## config.mk

```make
export PLATFORM = sky130hd
export DESIGN_NAME = upd_uart_pins
export DESIGN_NICKNAME = d
export VERILOG_FILES = /design/src/rtl/upd_pkg.sv /design/src/rtl/upd_uart_pins.sv
export SDC_FILE = /design/constraint.sdc
export NUM_CORES = 1
export LEC_CHECK = 0
export ABC_AREA = 1
export BUFFER_PORTS_ARGS = -buffer_cell sky130_fd_sc_hd__buf_4
export CORE_MARGIN = 1
export CORE_UTILIZATION = 45
export DETAILED_ROUTE_END_ITERATION = 10
export GPL_TIMING_DRIVEN = 0
export MAX_ROUTING_LAYER = met4
export PLACE_DENSITY = 0.7
export RECOVER_POWER = 25
export SLEW_MARGIN = 20
export SYNTH_ARGS = -nofsm -noshare
export SYNTH_HDL_FRONTEND = slang
export SYNTH_SLANG_ARGS = --single-unit
```

## constraint.sdc

```tcl
create_clock -name clk -period 1.82 [get_ports clk]
set_clock_uncertainty 0.1 [all_clocks]
set_input_delay 0.364 -clock clk [delete_from_list [all_inputs] [get_ports clk]]
set_output_delay 0.364 -clock clk [all_outputs]
set_load 0.03 [all_outputs]
```

## src/rtl/upd_pkg.sv

```systemverilog
// Purpose: constants for the uart pin, dma and reset logic
// Assumes: register selects as on the three address pins
// Notes:   offsets are the address pin codes
package upd_pkg;
    localparam logic [2:0] ADDR_DATA   = 3'h0;
    localparam logic [2:0] ADDR_IEN    = 3'h1;
    localparam logic [2:0] ADDR_IID    = 3'h2;
    localparam logic [2:0] ADDR_LCTL   = 3'h3;
    localparam logic [2:0] ADDR_MCTL   = 3'h4;
    localparam logic [2:0] ADDR_LSTAT  = 3'h5;
    localparam logic [2:0] ADDR_MSTAT  = 3'h6;
    localparam logic [2:0] ADDR_SCR    = 3'h7;
    localparam logic [7:0] RST_IEN     = 8'h00;
    localparam logic [7:0] RST_IID     = 8'h01;
    localparam logic [7:0] RST_FCTL    = 8'h00;
    localparam logic [7:0] RST_LCTL    = 8'h00;
    localparam logic [7:0] RST_MCTL    = 8'h00;
    localparam logic [7:0] RST_LSTAT   = 8'h60;
    localparam logic [7:0] IEN_MASK    = 8'h0f;
    localparam logic [7:0] MCTL_MASK   = 8'h1f;
    localparam int         FC_ENABLE   = 0;
    localparam int         FC_RXRST    = 1;
    localparam int         FC_TXRST    = 2;
    localparam int         FC_DMA      = 3;
    localparam int         MC_RTS      = 1;
    localparam int         MC_LOOP     = 4;
    localparam int         IE_MODEM    = 3;
    localparam int         LC_DLAB     = 7;
    localparam int         LS_DR       = 0;
    localparam int         LS_THRE     = 5;
    localparam int         LS_TEMT     = 6;
    localparam int         MS_RING_TRAILING_EDGE_FLAG     = 2;
    localparam int         RX_OVERSAMPLE = 16;
endpackage : upd_pkg

```

## src/rtl/upd_uart_pins.sv

```systemverilog
// Purpose: host strobes, ring status, rts, serial out, dma request pins, reset state
// Assumes: rst_n is the synchronous master reset, strobes, chip select, 16x clock and modem pins synchronised here
// Notes:   framing and baud arithmetic live elsewhere; fifo levels arrive as inputs
//
// Summary of operation
// - receiver runs from separate 16x baud input
// - either read strobe polarity reads selected register
// - either write strobe polarity writes selected register
// - status bit 6 is inverted ring input
// - status bit 2 flags ring trailing edge
// - ring trailing edge raises enabled interrupt
// - rts low when control bit 1 set
// - rts high on reset and in loopback
// - serial output idles high at reset
// - fifo control bit 3 picks dma mode
// - mode 0 receive request while data held
// - mode 1 receive request on trigger/timeout
// - mode 0 transmit request while holding empty
// - mode 1 transmit request empty until full
// - reset clears status low bits, high live
// - permanently low bits always read zero
// - reset clears registers except data and divisor
`timescale 1ns/10ps
module upd_uart_pins #(
    parameter int FIFO_DEPTH = 16
) (
    input  wire logic       clk,
    input  wire logic       rst_n,
    input  wire logic       chipSelect,
    input  wire logic [2:0] regAddr,
    input  wire logic       readHigh,
    input  wire logic       readLow_n,
    input  wire logic       writeHigh,
    input  wire logic       writeLow_n,
    input  wire logic [7:0] hostDataIn,
    output logic      [7:0] hostDataOut,
    output logic            hostDataOe,
    input  wire logic       rxBaudClk16,
    output logic            rxSampleTick,
    input  wire logic       ringIn_n,
    input  wire logic       ctsIn_n,
    input  wire logic       dsrIn_n,
    input  wire logic       dcdIn_n,
    output logic            rtsOut_n,
    input  wire logic       txSerial,
    output logic            serial_out_pin,
    input  wire logic [4:0] rxCount,
    input  wire logic       rxTriggerHit,
    input  wire logic       rxTimeout,
    input  wire logic [4:0] txCount,
    output logic            rxFifoClear,
    output logic            txFifoClear,
    output logic            txWrite,
    output logic            rxRead,
    output logic            receive_dma_request,
    output logic            transmit_dma_request,
    output logic            interruptOut
);
    import upd_pkg::*;

    logic [7:0] interrupt_enable;
    logic [7:0] fifo_control;
    logic [7:0] line_control;
    logic [7:0] modem_control;
    logic [7:0] scratch;
    logic [3:0] modemDelta;
    logic [3:0] pinSync1;
    logic [3:0] pinSync2;
    logic [3:0] pinPrev;
    logic [3:0] strobeSync1;
    logic [3:0] strobeSync2;
    logic       readPrev;
    logic       writePrev;
    logic [2:0] clkSync;
    logic       csSync1;
    logic       csSync2;
    logic       rxDmaActive;
    logic       txDmaActive;
    logic       readActive;
    logic       writeActive;
    logic       readPulse;
    logic       writePulse;
    logic       fifoMode;
    logic       dmaMode1;
    logic       loopMode;
    logic [3:0] modemLive;
    logic [7:0] modemStatus;
    logic [7:0] lineStatus;
    logic [7:0] intIdent;
    logic [7:0] next_readData;
    logic       readMstat;

    // pins are asynchronous to clk, two stages before any use
    // address and data settle before the synced strobe, so they stay unsynced
    always_ff @(posedge clk)
    begin
        pinSync1    <= {dcdIn_n, ringIn_n, dsrIn_n, ctsIn_n};
        pinSync2    <= pinSync1;
        strobeSync1 <= {readHigh, ~readLow_n, writeHigh, ~writeLow_n};
        strobeSync2 <= strobeSync1;
        clkSync     <= {clkSync[1:0], rxBaudClk16};
        csSync1     <= chipSelect;
        csSync2     <= csSync1;
    end

    // unused strobe is tied inactive by the board, so an or is safe
    assign readActive  = csSync2 & (strobeSync2[3] | strobeSync2[2]);
    assign writeActive = csSync2 & (strobeSync2[1] | strobeSync2[0]);
    assign readPulse   = readActive & ~readPrev;
    assign writePulse  = writeActive & ~writePrev;

    always_ff @(posedge clk)
    begin
        if (!rst_n)
        begin
            readPrev  <= 1'b0;
            writePrev <= 1'b0;
        end
        else
        begin
            readPrev  <= readActive;
            writePrev <= writeActive;
        end
    end

    // one tick per rising edge of the receiver's own 16x clock
    always_ff @(posedge clk)
    begin
        if (!rst_n)
            rxSampleTick <= 1'b0;
        else
            rxSampleTick <= clkSync[1] & ~clkSync[2];
    end

    assign fifoMode  = fifo_control[FC_ENABLE];
    assign dmaMode1  = fifoMode & fifo_control[FC_DMA];
    assign loopMode  = modem_control[MC_LOOP];
    assign modemLive = ~pinSync2;

    // write path
    always_ff @(posedge clk)
    begin
        if (!rst_n)
        begin
            interrupt_enable <= RST_IEN;
            fifo_control     <= RST_FCTL;
            line_control     <= RST_LCTL;
            modem_control    <= RST_MCTL;
            scratch          <= 8'h00;
        end
        else if (writePulse)
        begin
            unique case (regAddr)
                ADDR_IEN:
                begin
                    if (!line_control[LC_DLAB])
                        interrupt_enable <= hostDataIn & IEN_MASK;
                end
                ADDR_IID:  fifo_control  <= {hostDataIn[7:6], 2'b00, hostDataIn[FC_DMA], 3'b000};
                ADDR_LCTL: line_control  <= hostDataIn;
                ADDR_MCTL: modem_control <= hostDataIn & MCTL_MASK;
                ADDR_SCR:  scratch       <= hostDataIn;
                default:   ;
            endcase
            if (regAddr == ADDR_IID)
                fifo_control[FC_ENABLE] <= hostDataIn[FC_ENABLE];
        end
    end

    // fifo clears: reset, reset bits with enable, or enable toggled
    always_ff @(posedge clk)
    begin
        if (!rst_n)
        begin
            rxFifoClear <= 1'b1;
            txFifoClear <= 1'b1;
        end
        else
        begin
            rxFifoClear <= writePulse && regAddr == ADDR_IID &&
                           ((hostDataIn[FC_RXRST] & hostDataIn[FC_ENABLE]) ||
                            (hostDataIn[FC_ENABLE] != fifoMode));
            txFifoClear <= writePulse && regAddr == ADDR_IID &&
                           ((hostDataIn[FC_TXRST] & hostDataIn[FC_ENABLE]) ||
                            (hostDataIn[FC_ENABLE] != fifoMode));
        end
    end

    assign readMstat = readPulse && regAddr == ADDR_MSTAT;

    // delta flags: set wins over the read that clears them
    always_ff @(posedge clk)
    begin
        if (!rst_n)
        begin
            modemDelta <= 4'h0;
            pinPrev    <= 4'hf;
        end
        else
        begin
            pinPrev <= pinSync2;
            modemDelta[0] <= (pinSync2[0] != pinPrev[0]) | (modemDelta[0] & ~readMstat);
            modemDelta[1] <= (pinSync2[1] != pinPrev[1]) | (modemDelta[1] & ~readMstat);
            modemDelta[MS_RING_TRAILING_EDGE_FLAG] <= (pinSync2[2] & ~pinPrev[2]) | (modemDelta[MS_RING_TRAILING_EDGE_FLAG] & ~readMstat);
            modemDelta[3] <= (pinSync2[3] != pinPrev[3]) | (modemDelta[3] & ~readMstat);
        end
    end

    assign modemStatus = {modemLive[3:0], modemDelta};

    assign lineStatus = {1'b0, (txCount == 5'd0), (txCount == 5'd0), 4'h0, (rxCount != 5'd0)};

    // interrupt id: only the modem-status source is handled here
    assign intIdent = {fifoMode, fifoMode, 2'b00, 3'b000,
                       ~(interrupt_enable[IE_MODEM] & (|modemDelta))};

    always_ff @(posedge clk)
    begin
        if (!rst_n)
            interruptOut <= 1'b0;
        else
            interruptOut <= interrupt_enable[IE_MODEM] & (|modemDelta);
    end

    always_comb
    begin
        next_readData = 8'h00;
        unique case (regAddr)
            ADDR_IEN:   next_readData = interrupt_enable & IEN_MASK;
            ADDR_IID:   next_readData = intIdent;
            ADDR_LCTL:  next_readData = line_control;
            ADDR_MCTL:  next_readData = modem_control & MCTL_MASK;
            ADDR_LSTAT: next_readData = lineStatus;
            ADDR_MSTAT: next_readData = modemStatus;
            ADDR_SCR:   next_readData = scratch;
            default:    next_readData = 8'h00;
        endcase
    end

    // data register read and write are handed to the fifo logic as pulses
    always_ff @(posedge clk)
    begin
        if (!rst_n)
        begin
            hostDataOut <= 8'h00;
            txWrite     <= 1'b0;
            rxRead      <= 1'b0;
        end
        else
        begin
            if (readActive)
                hostDataOut <= next_readData;
            txWrite <= writePulse && regAddr == ADDR_DATA && !line_control[LC_DLAB];
            rxRead  <= readPulse && regAddr == ADDR_DATA && !line_control[LC_DLAB];
        end
    end

    assign hostDataOe = readActive & readPrev;

    // loopback holds the modem output inactive
    always_ff @(posedge clk)
    begin
        if (!rst_n)
        begin
            rtsOut_n       <= 1'b1;
            serial_out_pin <= 1'b1;
        end
        else
        begin
            rtsOut_n       <= ~(modem_control[MC_RTS] & ~loopMode);
            serial_out_pin <= loopMode ? 1'b1 : txSerial;
        end
    end

    // dma requests are active low; mode 1 latches until empty or full
    always_ff @(posedge clk)
    begin
        if (!rst_n)
        begin
            rxDmaActive <= 1'b0;
            txDmaActive <= 1'b1;
        end
        else
        begin
            if (!dmaMode1)
                rxDmaActive <= rxCount != 5'd0;
            else if (rxCount == 5'd0)
                rxDmaActive <= 1'b0;
            else if (rxTriggerHit | rxTimeout)
                rxDmaActive <= 1'b1;
            if (!dmaMode1)
                txDmaActive <= txCount == 5'd0;
            else if (txCount == 5'(FIFO_DEPTH))
                txDmaActive <= 1'b0;
            else if (txCount == 5'd0)
                txDmaActive <= 1'b1;
        end
    end

    assign receive_dma_request  = ~rxDmaActive;
    assign transmit_dma_request = ~txDmaActive;

endmodule : upd_uart_pins

```

==> After elaboration in Yosys (flattened, before gate mapping) <==
Index checks and enable logic that the tools add are counted.
{ "classes": {"n_reduce_logical": 22, "div": 0, "magnitude_cmp": 0, "bitwise": 38, "shift": 0, "eq_ne": 14, "n_mux": 8, "n_addsub": 0, "multipliers": 0} }
{ "op_table": {"columns": ["op", "n"], "rows": [
  ["one-hot mux 8 bit (7 select lines)", 1],
  ["AND 1 bit", 16],
  ["NOT 1 bit", 14],
  ["equality test 3 bit (second input constant)", 4],
  ["zero test 5 bit", 2],
  ["logical AND 1 bit", 8],
  ["AND reduction 2 bit", 4],
  ["two-way mux 1 bit", 7],
  ["OR 1 bit", 7],
  ["equality test 3 x 2 -> 1 bit (second input constant)", 2],
  ["inequality test 3 x 1 -> 1 bit (second input constant)", 2],
  ["equality test 5 bit (second input constant)", 1],
  ["nonzero test 5 bit", 1],
  ["inequality test 1 bit", 4],
  ["NOT 4 bit", 1],
  ["OR reduction 4 bit", 1],
  ["equality test 3 x 1 -> 1 bit (second input constant)", 1],
  ["zero test 3 bit", 1],
  ["AND reduction 3 bit", 1],
  ["logical OR 1 bit", 2],
  ["OR reduction 2 bit", 1],
  ["zero test 1 bit", 1]
]} }
{ "word_totals": {"romBits": 0, "input_bits": 36, "mem_count": 0, "latchBits": 0, "reg_bits": 76, "ram_bits": 0} }

==> Longest topological paths before layout <==
{ "logic_depth": {"depth_word": 7, "depth_mapped": 9, "mapped_depth_nobuf": 9} }

==> Worst setup path after synthesis <==
Ideal clock, no wire load.
{ "synth_path": {"path_kind": "reg2out", "startpoint": "reg csSync2", "endpoint": "out hostDataOe", "required_ns": 1.356, "n_path_buf": 1, "arrival_time_ns": 1.069, "path_slack_ns": 0.287, "stages_incl_launch_ff": 4, "cell_sequence": "dfxtp_1 > o21ai_0 > clkbuf_1 > nor2_1"} }
{ "synth_between": {"elab_chain_cells": 2} }
{ "synth_rtl": {"columns": ["item", "line_no", "text"], "rows": [
  ["start, declared", "upd_uart_pins.sv:76", "logic csSync2;"],
  ["start signal, assigned", "upd_uart_pins.sv:103", "csSync2 <= csSync1;"],
  ["AND 1 bit", "upd_uart_pins.sv:107", "assign readActive = csSync2 & (strobeSync2[3] | strobeSync2[2]);"],
  ["AND 1 bit", "upd_uart_pins.sv:258", "assign hostDataOe = readActive & readPrev;"],
  ["end, declared", "upd_uart_pins.sv:37", "output logic hostDataOe,"]
]} }
Every way passes these cells.

==> Final worst setup path <==
{ "layout_path": {"startpoint": "reg strobeSync2[2]", "endpoint": "out hostDataOe"} }
{ "layout_between": {"elab_chain_cells": 3} }
{ "layout_rtl": {"columns": ["item", "line_no", "text"], "rows": [
  ["start, declared", "upd_uart_pins.sv:71", "logic [3:0] strobeSync2;"],
  ["start signal, assigned", "upd_uart_pins.sv:100", "strobeSync2 <= strobeSync1;"],
  ["OR 1 bit", "upd_uart_pins.sv:107", null],
  ["AND 1 bit", "upd_uart_pins.sv:107", null],
  ["AND 1 bit", "upd_uart_pins.sv:258", null]
]} }
Every way passes these cells.

==> results.json <==
{
  "grt_pass1_wl_um": 9860,
  "ant_nets": 0,
  "syn_to_final_growth_pct": 27.8,
  "cts.sinks": 76,
  "total_power_w": 0.00345,
  "synth_nets": 358,
  "maxCapViolCount": 0,
  "final_nets": 426,
  "clock_latency_ps": 350,
  "cts_tree": "done",
  "outcome": "complete, no violations",
  "grt_pass1_vias": 2140,
  "die_w_um": 79.2,
  "grtUsageTotal_pct": 21.7,
  "die_h_um": 79.2,
  "htreeDepth": 3,
  "vias": 2299,
  "fillers": 508,
  "setup-violations-final": 0,
  "firstDrtPassIters": 5,
  "clk_pin_slew_ps": 80,
  "cts_made_buffers": 9,
  "ys.flop_type": "dfxtp_1",
  "finalHoldViolations": 0,
  "remaining_drc_errors": 0,
  "synth.avg_cell_area_sq_um": 8.32,
  "async_reset_ff_share_pct": 0,
  "min_period_ps": 1720,
  "gr-total-overflow": 0,
  "hp-class": "in2reg",
  "fin_tns_setup_ps": 0,
  "dieArea_sq_um": 6270,
  "ys_ff_latch": 76,
  "cp_data_arrival_time_ps": 1250,
  "yosys_warnings": 0,
  "ys_seq_area_share_pct": 56.8,
  "gp_congestion": 0.861,
  "ir_drop_mv": 0.698,
  "via_per_inst": 4.92,
  "slew-limit-headroom_pct": 67.1,
  "leakage_nw": 1.50,
  "top_level_ports": 55,
  "endpoint_kind": "output pin",
  "fin_util_pct": 61.0,
  "drv_slew": 0,
  "drt-initial-drc-count": 117,
  "tightestPinTransition_ps": 494,
  "syn_inst": 322,
  "final_area_sq_um": 3420,
  "min_period_over_period_pct": 94.3,
  "antenna_cells": 0,
  "path_class": "reg2out",
  "rsz0062_at_grt": "no",
  "yosysMostFrequentCell": "dfxtp_1",
  "grt_max_degree": 14,
  "start_kind": "register",
  "clockRootBuffer": "clkbuf_8",
  "core-area_sq_um": 5610,
  "yosysTopAreaCell": "dfxtp_1",
  "synth.top_cell.area_share_pct": 56.8,
  "portBuffers": 54,
  "synth_cell_types": 25,
  "synthTopCellsByArea": "dfxtp_1 (57%), nand2_1 (7.0%), o21ai_0 (6.9%), nor2_1 (6.7%), a21oi_1 (6.2%)",
  "wl_per_cell_um": 12.9,
  "layout-drive-gt1-share_pct": 23.3,
  "antenna_found_initial": 0,
  "routed_wl_um": 6000,
  "synthesis.area_sq_um": 2680,
  "fmax_ghz": 0.582,
  "p_per_area_nw_per_um2": 1010,
  "dpl_cell_area_sq_um": 3170,
  "crit_fanout": 10,
  "start_util_pct": 47.8,
  "synth_edf_count": 0,
  "clock_path_buffers": 2,
  "dp_hpwl_um": 4340,
  "critPathRequiredTime_ps": 1360,
  "ys_top_cells_by_count": "dfxtp_1 (76), nand2_1 (50), nor2_1 (48), o21ai_0 (37), a21oi_1 (33)",
  "whs_ps": 33.6,
  "row_count": 27
}
==> critical path, stage by stage (launching register included) <==
cell and delay [ps]:
dfxtp_1 310, o21ai_2 190, buf_4 200, nor2_1 50, buf_4 160
==> placed cells by master, fill, tap and decap left out, types with 2 or more instances in the layout <==
cell type / instances
a21oi_1: 33
buf_4: 44
buf_6: 2
bufinv_16: 2
clkbuf_1: 7
clkbuf_4: 10
clkbuf_8: 9
clkinv_2: 3
dfxtp_1: 76
dlygate4sd3_1: 3
inv_1: 26
inv_2: 6
nand2_1: 50
nand2_2: 2
nand3_1: 12
nand3_2: 3
nor2_1: 48
nor3_1: 3
o21ai_0: 36
o21ai_2: 2
o22ai_1: 2
or2_2: 4
xnor2_1: 3
==> cells by family (layout without fill, tap and decap cells) <==
| group | after synthesis | count (layout) | synth area share (%) |
|---|---|---|---|
| flip-flops | 76 | 76 | 56.8 |
| XOR/XNOR | 3 | 3 | 0.981 |
| buffers and inverters | 41 | 114 | 6.35 |
| AO/OA/AOI/OAI | 75 | 75 | 14.5 |
| AND/OR/NAND/NOR | 127 | 127 | 21.3 |
==> report_power, final <==
group / total (W) / switching (W) / internal (W) / leakage (nW)
combinational: 0.000290 / 0.000166 / 0.000125 / 0.760
sequential: 0.00176 / 0.0000315 / 0.00173 / 0.627
clock: 0.00140 / 0.000624 / 0.000775 / 0.111
total: 0.00345 / 0.000821 / 0.00263 / 1.50
==> per-stage QoR <==
step	std cells	setup slack (ps)
after global routing	467	21.2
after CTS	464	29.2
after global placement	448	179
final	467	103
after floorplan	322	287
after detailed placement	448	160
==> worst paths after layout <==
check	start	to	slack (ps)	depth (start not counted)
max	strobeSync2[2]	hostDataOe	100	4
min	dcdIn_n	pinSync1[3]	30	1
max reg2reg	csSync2	line_control[7]	450	6
min reg2reg	clkSync[0]	clkSync[1]	230	0
==> sequential cells by signal (all words and copies together) (netlist names), 5 cells and up <==
| name | cells |
|---|---|
| hostDataOut | 8 |
| line_control | 8 |
| modem_control | 5 |
| scratch | 8 |
==> metal layers <==
layer / part of all wire (%) / GRT usage, % / vias to the layer above
li1: - / - / 1178
met1: 45 / 26.6 / 1042
met2: 47 / 32.8 / 68
met3: 6.3 / 5.40 / 11
met4: 2.0 / 12.2 / 0
met5: 0 / - / -
==> cell type report <==
| cell class | count | area (sq um) | area share, % |
|---|---|---|---|
| inverter | 33 | 125 | 3.65 |
| timing repair buffer | 57 | 432 | 12.6 |
| tap | 72 | 90.1 | 2.63 |
| buffer | 8 | 48.8 | 1.43 |
| sequential | 76 | 1520 | 44.4 |
| multi-input combinational | 205 | 991 | 28.9 |
| clock inverter | 6 | 87.6 | 2.56 |
| clock buffer | 10 | 128 | 3.73 |
==> timing repair <==
action                     in CTS  in global routing
hold endpoints to repair        0                  3
gates cloned                    0                  0
resized for setup               3                  2
setup buffers                   0                  0
hold buffers                    0                  3
setup endpoints to repair       1                  1
(Power assumes the default switching activity.)
